## config.mk

```make
export PLATFORM = sky130hd
export DESIGN_NAME = nric_host
export DESIGN_NICKNAME = d
export VERILOG_FILES = /design/src/nric_pkg.sv /design/src/nric_host.sv
export SDC_FILE = /design/constraint.sdc
export NUM_CORES = 1
export LEC_CHECK = 0
export BUFFER_PORTS_ARGS = -buffer_cell sky130_fd_sc_hd__buf_2
export CORE_UTILIZATION = 45
export CTS_CLUSTER_DIAMETER = 120
export CTS_CLUSTER_SIZE = 12
export DETAILED_ROUTE_END_ITERATION = 12
export PLACE_DENSITY = 0.67
export SETUP_SLACK_MARGIN = 0.5
export SYNTH_ARGS = -nofsm -noshare
export SYNTH_HDL_FRONTEND = slang
export SYNTH_SLANG_ARGS = --single-unit
export TNS_END_PERCENT = 5
```

## constraint.sdc

```tcl
create_clock -name pclk -period 3 [get_ports pclk]
set_input_delay 0.3 -clock pclk [delete_from_list [all_inputs] [get_ports pclk]]
set_output_delay 0.3 -clock pclk [all_outputs]
set_load 0.1 [all_outputs]
```

## src/nric_pkg.sv

```systemverilog
// constants, types and register map of the nand command host
package nric_pkg;
	localparam int          CLK_MHZ         = 100;
	localparam int          T_STROBE_NS     = 40;
	localparam int          STROBE_CYC      = (T_STROBE_NS * CLK_MHZ + 999) / 1000;
	localparam int          T_WB_NS         = 100;
	localparam int          WB_CYC          = (T_WB_NS * CLK_MHZ + 999) / 1000;
	localparam int          T_RST_MAX_US    = 1000;
	localparam int          RST_MAX_CYC     = T_RST_MAX_US * CLK_MHZ;
	localparam logic [7:0]  A_CTRL          = 8'h00;
	localparam logic [7:0]  A_CYCLE         = 8'h04;
	localparam logic [7:0]  A_STATUS        = 8'h08;
	localparam logic [7:0]  A_ERRCLR        = 8'h0C;
	localparam logic [7:0]  A_CRC           = 8'h10;
	localparam int          CTRL_WP         = 0;
	localparam int          CTRL_OTP        = 1;
	localparam int          CYC_KIND_LSB    = 8;
	localparam int          CYC_WAIT        = 10;
	localparam logic [1:0]  K_CMD           = 2'h0;
	localparam logic [1:0]  K_ADDR          = 2'h1;
	localparam logic [1:0]  K_DIN           = 2'h2;
	localparam logic [1:0]  K_DOUT          = 2'h3;
	localparam logic [7:0]  C_READ          = 8'h00;
	localparam logic [7:0]  C_PROG          = 8'h80;
	localparam logic [7:0]  C_CONF_PROG     = 8'h10;
	localparam logic [7:0]  C_CONF_CACHEP   = 8'h15;
	localparam logic [7:0]  C_CONF_READ     = 8'h30;
	localparam logic [7:0]  C_CACHE_SEQ     = 8'h31;
	localparam logic [7:0]  C_CACHE_LAST    = 8'h3F;
	localparam logic [7:0]  C_STATUS        = 8'h70;
	localparam logic [7:0]  C_STATUS_ENH    = 8'h78;
	localparam logic [7:0]  C_READ_ID       = 8'h90;
	localparam logic [7:0]  C_PARAM         = 8'hEC;
	localparam logic [7:0]  C_SET_FEAT      = 8'hEF;
	localparam logic [7:0]  C_RESET         = 8'hFF;
	localparam logic [2:0]  OTP_ADDR_CYC    = 3'h5;
	localparam logic [7:0]  ST_RST_WP_HI    = 8'hE0;
	localparam logic [7:0]  ST_RST_WP_LO    = 8'h60;
	localparam int          ST_ARRAY_READY_FLAG_BIT = 5;
	localparam logic [15:0] CRC_INIT        = 16'h4F4E;
	localparam logic [15:0] CRC_POLY        = 16'h8005;
	localparam logic [7:0]  P_CRC_LO        = 8'hFE;
	localparam logic [7:0]  P_CRC_HI        = 8'hFF;
	typedef enum logic [2:0] {S_IDLE, S_LOW, S_HIGH, S_WB, S_RB} nric_st_t;
	typedef struct packed {
		nric_st_t    st;
		logic [1:0]  kind;
		logic        wait_rb;
		logic [16:0] cnt;
		logic        ce_n, cle, ale, we_n, re_n, dq_oe_n;
		logic [7:0]  dq_o;
		logic [7:0]  dq_s1, dq_s2;
		logic        rb_s1, rb_s2;
		logic        wp_n, otp_seq;
		logic        init_done, otp_en, id_mode, param_mode, array_ready_flag;
		logic        setf, stat_rd, rst_chk;
		logic [7:0]  first, prev_op;
		logic [2:0]  acnt;
		logic        din;
		logic [7:0]  rdata, pcnt;
		logic [15:0] crc;
		logic        crc_lo_ok, crc_ok, crc_valid;
		logic        err_rej, err_tmo, err_stat;
		logic [31:0] prdata;
	} nric_state_t;
endpackage : nric_pkg

```

## src/nric_host.sv

```systemverilog
// host controller issuing reset, id, parameter page and otp cycles to a nand target
//
// Contract
// - otp lock is 80h, five addresses, no data, then 10h; never while busy.
// - otp program is 80h, five addresses, data, then 10h; never while busy.
// - otp read is 00h, five addresses, 30h, no data; never while busy.
// - otp sequences only after set features with the otp feature address.
// - cache read while array busy only after page read or cache read.
// - cache program while array busy only after another cache program.
// - internal data move source and destination stay within one plane; the host does not check planes.
// - reset is the first command after power-on; busy lasts at most 1 ms.
// - read id is issued only when every logical unit is idle.
// - parameter page command only when idle; mode held until next command.
// - after status polling issue 00h; no enhanced status while busy or output; the host refuses 78h during parameter page output only, not read id output.
// - three 256-byte parameter copies with crc; check and fall back.
`timescale 1ns/1ps
`default_nettype none
module nric_host
	import nric_pkg::*;
#(
	parameter int         BUSY_MAX_CYC = RST_MAX_CYC,
	parameter logic [7:0] OTP_FEAT     = 8'h90
) (
	input  wire logic        pclk,
	input  wire logic        presetn,
	input  wire logic        psel,
	input  wire logic        penable,
	input  wire logic        pwrite,
	input  wire logic [7:0]  paddr,
	input  wire logic [31:0] pwdata,
	output logic      [31:0] prdata,
	output logic             pready,
	output logic             pslverr,
	output logic             nand_ce_n,
	output logic             nand_cle,
	output logic             nand_ale,
	output logic             nand_we_n,
	output logic             nand_re_n,
	output logic             nand_wp_n,
	output logic      [7:0]  nand_dq_o,
	output logic             nand_dq_oe_n,
	input  wire logic [7:0]  nand_dq_i,
	input  wire logic        nand_rb_n
);
	localparam logic [16:0] STB_LAST = 17'(STROBE_CYC - 1);
	localparam logic [16:0] WB_LAST  = 17'(WB_CYC - 1);
	localparam logic [16:0] TMO      = 17'(BUSY_MAX_CYC);

	nric_state_t q, d;

	function automatic logic [15:0] crc_step(input logic [15:0] c, input logic [7:0] b);
		logic [15:0] r;
		r = c;
		for (int i = 7; i >= 0; i--) begin
			if (r[15] ^ b[i])
				r = {r[14:0], 1'b0} ^ CRC_POLY;
			else
				r = {r[14:0], 1'b0};
		end
		return r;
	endfunction : crc_step

	logic       wr_acc, rd_setup, mapped;
	logic       cyc_wr, rdy, bad;
	logic [7:0] b;
	logic [1:0] k;

	assign mapped   = paddr == A_CTRL || paddr == A_CYCLE || paddr == A_STATUS ||
	                  paddr == A_ERRCLR || paddr == A_CRC;
	assign wr_acc   = psel && penable && pwrite && mapped;
	assign rd_setup = psel && !penable && !pwrite;
	assign cyc_wr   = wr_acc && paddr == A_CYCLE;
	assign rdy      = q.rb_s2;
	assign b        = pwdata[7:0];
	assign k        = pwdata[CYC_KIND_LSB +: 2];

	// a refused cycle never reaches the pins; software sees err_rej
	always_comb begin
		bad = q.st != S_IDLE;
		if (!q.init_done && !(k == K_CMD && b == C_RESET))
			bad = 1'b1;
		if (k == K_CMD) begin
			if (!rdy && b != C_RESET && b != C_STATUS)
				bad = 1'b1;
			if (b == C_STATUS_ENH && (!rdy || q.param_mode))
				bad = 1'b1;
			if ((b == C_CACHE_SEQ || b == C_CACHE_LAST) && !q.array_ready_flag &&
			    !(q.prev_op == C_CONF_READ || q.prev_op == C_CACHE_SEQ ||
			      q.prev_op == C_CACHE_LAST))
				bad = 1'b1;
			if (b == C_CONF_CACHEP && !q.array_ready_flag && q.prev_op != C_CONF_CACHEP)
				bad = 1'b1;
			if ((b == C_PROG || b == C_READ) && q.otp_seq && !q.otp_en)
				bad = 1'b1;
			if (q.otp_seq && b == C_CONF_PROG &&
			    (q.first != C_PROG || q.acnt != OTP_ADDR_CYC))
				bad = 1'b1;
			if (q.otp_seq && b == C_CONF_READ &&
			    (q.first != C_READ || q.acnt != OTP_ADDR_CYC || q.din))
				bad = 1'b1;
		end
	end

	always_comb begin
		d = q;
		d.dq_s1 = nand_dq_i;
		d.dq_s2 = q.dq_s1;
		d.rb_s1 = nand_rb_n;
		d.rb_s2 = q.rb_s1;
		if (wr_acc && paddr == A_CTRL) begin
			d.wp_n    = pwdata[CTRL_WP];
			d.otp_seq = pwdata[CTRL_OTP];
		end
		if (wr_acc && paddr == A_ERRCLR) begin
			d.err_rej  = q.err_rej & ~pwdata[0];
			d.err_tmo  = q.err_tmo & ~pwdata[1];
			d.err_stat = q.err_stat & ~pwdata[2];
		end
		if (cyc_wr && bad)
			d.err_rej = 1'b1;
		case (q.st)
			S_IDLE: begin
				if (cyc_wr && !bad) begin
					d.st      = S_LOW;
					d.cnt     = STB_LAST;
					d.kind    = k;
					d.wait_rb = pwdata[CYC_WAIT];
					d.ce_n    = 1'b0;
					d.cle     = k == K_CMD;
					d.ale     = k == K_ADDR;
					d.we_n    = k == K_DOUT;
					d.re_n    = k != K_DOUT;
					d.dq_oe_n = k == K_DOUT;
					d.dq_o    = b;
					case (k)
						K_CMD: begin
							d.setf    = b == C_SET_FEAT;
							d.stat_rd = b == C_STATUS;
							if (b != C_STATUS && b != C_READ) begin
								d.id_mode    = b == C_READ_ID;
								d.param_mode = b == C_PARAM;
							end
							if (b != C_STATUS && b != C_READ && b != C_PROG)
								d.prev_op = b;
							if (b == C_READ || b == C_PROG || b == C_PARAM ||
							    b == C_READ_ID || b == C_SET_FEAT) begin
								d.first = b;
								d.acnt  = 3'h0;
								d.din   = 1'b0;
							end
							if (b == C_RESET) begin
								// aborts whatever the target was doing
								d.wait_rb    = 1'b1;
								d.init_done  = 1'b1;
								d.id_mode    = 1'b0;
								d.param_mode = 1'b0;
								d.otp_en     = 1'b0;
								d.prev_op    = 8'h00;
								d.first      = 8'h00;
								d.acnt       = 3'h0;
								d.din        = 1'b0;
								d.array_ready_flag = 1'b1;
								d.crc_valid  = 1'b0;
								d.rst_chk    = 1'b1;
							end
						end
						K_ADDR: begin
							if (q.acnt != 3'h7)
								d.acnt = q.acnt + 3'h1;
							if (q.setf && b == OTP_FEAT)
								d.otp_en = 1'b1;
							if (q.first == C_PARAM) begin
								d.wait_rb   = 1'b1;
								d.crc       = CRC_INIT;
								d.pcnt      = 8'h00;
								d.crc_valid = 1'b0;
							end
						end
						K_DIN: d.din = 1'b1;
						default: ;
					endcase
				end
			end
			S_LOW: begin
				if (q.cnt == 17'h0) begin
					d.st   = S_HIGH;
					d.cnt  = STB_LAST;
					d.we_n = 1'b1;
					d.re_n = 1'b1;
				end else
					d.cnt = q.cnt - 17'h1;
			end
			S_HIGH: begin
				// the synchroniser lags two edges, so this still sees the low phase
				if (q.cnt == STB_LAST && q.kind == K_DOUT) begin
					d.rdata = q.dq_s2;
					if (q.stat_rd) begin
						d.array_ready_flag = q.dq_s2[ST_ARRAY_READY_FLAG_BIT];
						if (q.rst_chk) begin
							d.rst_chk = 1'b0;
							if (q.dq_s2 != (q.wp_n ? ST_RST_WP_HI : ST_RST_WP_LO))
								d.err_stat = 1'b1;
						end
					end else if (q.param_mode) begin
						// each 256-byte copy checked in turn; wrap starts the next
						d.pcnt = q.pcnt + 8'h1;
						if (q.pcnt == P_CRC_LO)
							d.crc_lo_ok = q.dq_s2 == q.crc[7:0];
						else if (q.pcnt == P_CRC_HI) begin
							d.crc_ok    = q.crc_lo_ok && q.dq_s2 == q.crc[15:8];
							d.crc_valid = 1'b1;
							d.crc       = CRC_INIT;
						end else
							d.crc = crc_step(q.crc, q.dq_s2);
					end
				end
				if (q.cnt == 17'h0) begin
					d.cle     = 1'b0;
					d.ale     = 1'b0;
					d.dq_oe_n = 1'b1;
					d.cnt     = WB_LAST;
					d.st      = q.wait_rb ? S_WB : S_IDLE;
					d.ce_n    = !q.wait_rb;
				end else
					d.cnt = q.cnt - 17'h1;
			end
			S_WB: begin
				if (q.cnt == 17'h0) begin
					d.st  = S_RB;
					d.cnt = 17'h0;
				end else
					d.cnt = q.cnt - 17'h1;
			end
			S_RB: begin
				if (rdy) begin
					d.st   = S_IDLE;
					d.ce_n = 1'b1;
				end else if (q.cnt >= TMO) begin
					d.st      = S_IDLE;
					d.ce_n    = 1'b1;
					d.err_tmo = 1'b1;
				end else
					d.cnt = q.cnt + 17'h1;
			end
			default: d.st = S_IDLE;
		endcase
		if (rd_setup) begin
			case (paddr)
				A_CTRL:   d.prdata = {30'h0, q.otp_seq, q.wp_n};
				A_STATUS: d.prdata = {8'h0, q.rdata, 5'h0, q.err_stat, q.err_tmo,
				                      q.err_rej, q.crc_valid, q.crc_ok, q.otp_en,
				                      q.param_mode, q.id_mode, q.init_done, rdy,
				                      q.st != S_IDLE};
				A_CRC:    d.prdata = {16'h0, q.crc};
				default:  d.prdata = 32'h0;
			endcase
		end
	end

	always_ff @(posedge pclk or negedge presetn) begin
		if (!presetn) begin
			q            <= '0;
			q.st         <= S_IDLE;
			q.ce_n       <= 1'b1;
			q.we_n       <= 1'b1;
			q.re_n       <= 1'b1;
			q.dq_oe_n    <= 1'b1;
			q.array_ready_flag <= 1'b1;
			q.crc        <= CRC_INIT;
		end else
			q <= d;
	end

	assign prdata       = q.prdata;
	assign pready       = 1'b1;
	assign pslverr      = psel && penable && !mapped;
	assign nand_ce_n    = q.ce_n;
	assign nand_cle     = q.cle;
	assign nand_ale     = q.ale;
	assign nand_we_n    = q.we_n;
	assign nand_re_n    = q.re_n;
	assign nand_wp_n    = q.wp_n;
	assign nand_dq_o    = q.dq_o;
	assign nand_dq_oe_n = q.dq_oe_n;
endmodule : nric_host
`default_nettype wire

```

==> results_dict.tcl, run 1 <==
set metrics [dict create \
    worst-path-buf-inv 1 \
    leakagePower_nw 4.29 \
    rows 48 \
    drive_above_1_share 0.277 \
    total_power_mw 4.51 \
    dieArea_um2 18600 \
    routed_via_density 5.90 \
    cp_max_fo 11 \
    maxSlewHeadroom 0.442 \
    cts.htree.levels 4 \
    async_reset_ff_frac 1.00 \
    tns_ns 0 \
    synth_ff_type "dfrtp_1" \
    rsz0062_at_grt "yes" \
    ant_nets 0 \
    antenna_found_initial 0 \
    yosys_register_bits 147 \
    yosysMostFrequentCell "dfrtp_1" \
    drc 0 \
    slowest_delay_ns 0.56 \
    period_share 0.884 \
    final_nets 997 \
    critPathTopFamily "simple AND/OR/NAND/NOR gates" \
    synth_enable_flop_cells 0 \
    chipWidth_um 136 \
    syn_area_um2 8110 \
    max_cap_viol_count 0 \
    synth_cells 854 \
    crit_slowest_cell "or4_4" \
    cp_common_cell "or4_4" \
    dp_hpwl_um 14600 \
    cp.required_ns 3.36 \
    gr-total-overflow 0 \
    synth_top_area_frac 0.410 \
    drtIter0Drc 761 \
    grt_pass1_vias 6599 \
    worstPathCellList "or4_4 > or4_4 > or4_4 > o21a_4 > nor2_4 > buf_12 > mux2_1" \
    drt_pass1_iterations 5 \
    rr_startpoint "q[145]$_DFFE_PN0P_" \
    numCtsBuffers 17 \
    root_buffer "clkbuf_16" \
    status "complete, no violations" \
    maxSlewViolCount 0 \
    wirelength_um 21500 \
    yosysWarnings 0 \
    min_to "q[149]$_DFFE_PN0P_" \
    ir_worst_vdd_mv 0.458 \
    clkLatencyLatePin_ns 0.44 \
    netlist_top_cells_area "dfrtp_1, mux2_2, dfstp_2" \
    r2r-end "q[46]$_DFFE_PN1P_" \
    start_util 0.464 \
    cts.sinks 147 \
    fin_skew_ns 0.00951 \
    vias 6925 \
    criticalPathCategory "flop to flop" \
    synth_cell_types 77 \
    gp_congestion 0.935 \
    fin_crit_ns 2.65 \
    grt_pass1_wl_um 34900 \
    yosysTopAreaCell "dfrtp_1" \
    ff2ff_path_depth 7 \
    hold_depth 3 \
    wire_per_inst_um 18.3 \
    core-area_um2 17500 \
    syn_avg_cell_area_um2 9.50 \
    cts_tree "yes" \
    ys_seq_area_frac 0.456 \
    worst_slew_pin_slew_ns 0.838 \
    powerDensity_nw_per_um2 469 \
    max_freq_ghz 0.377 \
    arrival_ns 3.01 \
    clk_path_buf_depth 2 \
    start_kind "flop" \
    port-buffer-count 72 \
    chipHeight_um 136 \
    hp-start "pwdata[10]" \
    area_growth_syn_to_layout_pct 18.6 \
    hold_violations 0 \
    setup_viol 0 \
    grt_usage 0.246 \
    path_clk_slew_ns 0.06 \
    cp-end-kind "flop" \
    diodes 0 \
    io-pin-count 103 \
    ys_top_cells_by_count "dfrtp_1, nand2_1, nor2_1" \
    hp-class "primary input to flop" \
    num-fill-cells 1522 \
    grt_max_degree 76 \
    rrSetupSlack_ns 0.35 \
]
==> cells by family after synthesis <==
logic type | Yosys count | synth area share
xor+xnor | 34 | 0.0384
fa+ha+maj | 7 | 0.0108
mux | 50 | 0.0690
compound gates | 174 | 0.144
buf+inv | 116 | 0.0751
other cells | 2 | 0.000926
simple gates | 324 | 0.206
flops | 147 | 0.456
==> report_power, final <==
group / total (mW) / switching [mW] / internal (mW)
clock network: 2.00 / 0.921 / 1.08
logic: 0.472 / 0.360 / 0.112
registers: 2.04 / 0.0256 / 2.02
==> per-layer routing <==
layer | routed length (um) | global-route usage
met2 | 9700 | 0.358
met1 | 9680 | 0.348
met3 | 1450 | 0.0600
met4 | 646 | 0.102
met5 | 0 | 0
==> repair_timing <==
item	in CTS	in global routing
endpoints found under the hold margin	77	0
buffers inserted	3	11
resized for setup	10	28
pin swaps	1	10
setup endpoints to repair	93	97
gates cloned	0	2
hold buffers	10	0
==> worst register-to-register path, delay by kind of cell (launching register included) <==
| kind | cells | cell delay, ns |
|---|---|---|
| simple gates | 4 | 1.57 |
| flops | 1 | 0.38 |
| mux | 1 | 0.33 |
| compound gates | 1 | 0.15 |
| buf+inv | 1 | 0.14 |
==> through the flow <==
| stage | hold slack [ns] | utilization | instance area (um^2) | worst slack [ns] | instances |
|---|---|---|---|---|---|
| 6_report | 0.163 | 0.550 | 9620 | 0.349 | 1174 |
| 5_1_grt | 0.181 | 0.550 | 9620 | 0.207 | 1174 |
| 4_1_cts | 0.159 | 0.537 | 9380 | 0.290 | 1161 |
| 3_5_place_dp | 0.335 | 0.495 | 8650 | 0.00488 | 1116 |
| 3_3_place_gp | 0.333 | 0.495 | 8650 | 0.0323 | 1116 |
| 2_1_floorplan | 0.00441 | - | 8160 | 0.254 | 861 |
==> state kept, by name (all words and copies together) (netlist names) <==
| signal | cells |
|---|---|
| nand_dq_oe_n | 1 |
| rdy | 1 |
| nand_we_n | 1 |
| nand_ale | 1 |
| nand_dq_o | 8 |
| nand_wp_n | 1 |
| q | 98 |
| nand_ce_n | 1 |
| prdata | 24 |
| d | 9 |
| nand_re_n | 1 |
| nand_cle | 1 |
==> layout by cell type, fill, tap and decap left out, drive strengths merged, types with 6 or more instances in the layout <==
master         n
o31ai          9
inv           37
a221oi        10
or3           17
dlygate4sd3   10
conb           9
ha             7
clkbuf        17
mux2          47
dfstp         14
clkinv         6
dfrtp        133
or4           10
xor2          12
nand4         10
o22ai          9
a31oi          9
nand2         86
o41ai          6
nand3         39
nor2b         12
xnor2         21
buf          129
o211ai         6
a21oi         18
o21ai         59
nor3          27
nor2          66
nand2b         9
o221ai         7
nor4          13
==> final cells by class <==
cell class | count | area, um^2 | share of cell area
Clock inverter | 15 | 128 | 0.0133
Inverter | 32 | 120 | 0.0125
Timing Repair Buffer | 140 | 940 | 0.0977
Clock buffer | 17 | 425 | 0.0442
Tap cell | 225 | 282 | 0.0293
Multi-Input combinational cell | 598 | 4020 | 0.418
Sequential cell | 147 | 3700 | 0.385
==> worst max path at each step <==
stage / to / slack, ns / depth (start not counted) / from
after detailed placement: q[39]$_DFFE_PN1P_ / 0.005 / 7 / paddr[7]
after global placement: q[39]$_DFFE_PN1P_ / 0.03 / 7 / paddr[7]
final: q[46]$_DFFE_PN1P_ / 0.35 / 7 / q[145]$_DFFE_PN0P_
after CTS: q[72]$_DFFE_PN0P_ / 0.29 / 8 / q[81]$_DFFE_PN0P_
after floorplan: q[135]$_DFFE_PN0P_ / 0.25 / 9 / q[132]$_DFFE_PN0P_
after global routing: q[133]$_DFFE_PN0P_ / 0.21 / 8 / q[137]$_DFFE_PN0P_
No activity file was read; power rests on OpenSTA's default activity.
==> run 2: changes to the inputs <==
REMOVE_ABC_BUFFERS = 1   (was not set)
==> run 2 against run 1 <==
- combinational power barely moved
- hold slack improved by 0.0047 ns
- sequential power barely moved
- critical path type unchanged
==> results_dict.tcl, run 2 (same netlist as run 1, synthesis figures left out) <==
set metrics [dict create \
    status "complete, no violations" \
    cts_tree "yes" \
    setup_viol 0 \
    placed_area_um2 8690 \
    power.switching_mw 1.28 \
    clkLatencyLatePin_ns 0.44 \
    hp-class "primary input to flop" \
    io-pin-count 103 \
    cp_max_fo 10 \
    wire_per_inst_um 18.0 \
    cp_common_cell "or4_4" \
    p_int_mw 3.32 \
    leakagePower_nw 4.28 \
    cts.sinks 147 \
    criticalPathCategory "flop to flop" \
    ant_nets 0 \
    crit_slowest_cell "or4_4" \
    seqPwrFrac 0.443 \
    grt_max_degree 74 \
    ff2ff_path_depth 7 \
    max_freq_ghz 0.383 \
    instances_no_fill 1173 \
    rrSetupSlack_ns 0.39 \
    final_nets 997 \
    clkPwrFrac 0.454 \
    max_cap_viol_count 0 \
    total_power_mw 4.60 \
    port-buffer-count 72 \
    cp-end-kind "flop" \
    grt_pass1_vias 6694 \
    multi_input_area_um2 3980 \
    num-fill-cells 1527 \
    vias 6874 \
    drive_above_1_share 0.265 \
    start_kind "flop" \
    crit_cells 7 \
    start_util 0.464 \
    path_clk_slew_ns 0.06 \
    r2r-end "q[39]$_DFFE_PN1P_" \
    rr_startpoint "q[137]$_DFFE_PN0P_" \
    area_growth_syn_to_layout_pct 18.2 \
    gp_congestion 0.930 \
    critPathTopFamily "simple AND/OR/NAND/NOR gates" \
    grt_usage 0.240 \
    arrival_ns 2.98 \
    gr-total-overflow 0 \
    final_cell_mix "dfrtp_1, nand2_1, buf_2, nor2_1, buf_4" \
    wirelength_um 21100 \
    worst-path-buf-inv 1 \
    min_to "q[149]$_DFFE_PN0P_" \
    powerDensity_nw_per_um2 480 \
    hp-start "pwdata[10]" \
    hold_violations 0 \
    combPwrFrac 0.103 \
    ir_worst_vdd_mv 0.359 \
    core-area_um2 17500 \
    drtIter0Drc 658 \
    period_share 0.870 \
    drc 0 \
    mostFrequentLayoutCell "dfrtp_1" \
    slowest_delay_ns 0.60 \
    fin_skew_ns 0.00736 \
    rsz0062_at_grt "yes" \
    chipWidth_um 136 \
    antenna_found_initial 0 \
    drt_pass1_iterations 7 \
    diodes 0 \
    worst_slew_pin_slew_ns 0.819 \
    rows 48 \
    maxSlewViolCount 0 \
    regArea_um2 3700 \
    placed_cells 1125 \
    routed_via_density 5.86 \
    clk_path_buf_depth 2 \
    dp_hpwl_um 14700 \
    fin_crit_ns 2.61 \
    largest_reg_flops 98 \
    regMostFlops "q" \
    maxSlewHeadroom 0.454 \
    fin_area_um2 9580 \
    dieArea_um2 18600 \
    hold_depth 3 \
    switching_share 0.278 \
    numCtsBuffers 17 \
    chipHeight_um 136 \
    cts.htree.levels 4 \
    grt_pass1_wl_um 34400 \
    root_buffer "clkbuf_16" \
    cp.required_ns 3.37 \
    worstPathCellList "or4_4 > nand4b_1 > or4_4 > o21a_4 > nor2_4 > buf_12 > mux2_2" \
]
run 2: power groups by stage:
stage / sequential (mW) / clock, mW / combinational (mW)
finish: 2.04 / 2.09 / 0.474
global route: 2.04 / 2.19 / 0.507
CTS: 2.04 / 2.11 / 0.469
detailed placement: 2.08 / 0 / 0.453
global placement: 2.08 / 0 / 0.449
floorplan: 2.22 / 0 / 0.164
run 2: layout make-up:
class | count | area share
Multi-Input combinational cell | 598 | 0.415
Sequential cell | 147 | 0.386
Timing Repair Buffer | 140 | 0.0966
Clock buffer | 19 | 0.0473
Tap cell | 225 | 0.0294
Clock inverter | 12 | 0.0129
Inverter | 32 | 0.0125
run 2: through the flow:
| step | hold slack, ns | worst slack (ns) | setup TNS (ns) | util |
|---|---|---|---|---|
| after floorplan | 0.00441 | -0.181 | -0.442 | - |
| after global placement | 0.333 | 0.142 | 0 | 0.497 |
| after detailed placement | 0.336 | 0.107 | 0 | 0.497 |
| after CTS | 0.164 | 0.405 | 0 | 0.542 |
| after global routing | 0.171 | 0.314 | 0 | 0.548 |
| final | 0.168 | 0.391 | 0 | 0.548 |
run 2: how the worst max path moves through the flow:
stage / startpoint / end
floorplan: paddr[7] / pslverr
global placement: paddr[7] / q[150]$_DFFE_PN0P_
detailed placement: paddr[7] / q[151]$_DFFE_PN0P_
CTS: q[143]$_DFFE_PN0P_ / q[39]$_DFFE_PN1P_
global route: q[143]$_DFFE_PN0P_ / q[39]$_DFFE_PN1P_
finish: q[137]$_DFFE_PN0P_ / q[39]$_DFFE_PN1P_
run 2: routing by layer:
metal	wire, um	track usage
met1	9710	0.327
met2	9890	0.376
met3	1080	0.0421
met4	389	0.0994
met5	0	0
run 2: tightest hold or removal path, delay by kind of cell:
kind | cells | cell delay (ns)
buf+inv | 1 | 0.10
simple gates | 1 | 0.05
compound gates | 1 | 0.11
run 2: repair_timing:
item                       CTS  global route
pin swaps                    4             9
buffers inserted             4             3
hold endpoints to repair    73             0
hold buffers                10             0
setup endpoints to repair   78            89
gates resized for setup     14            18
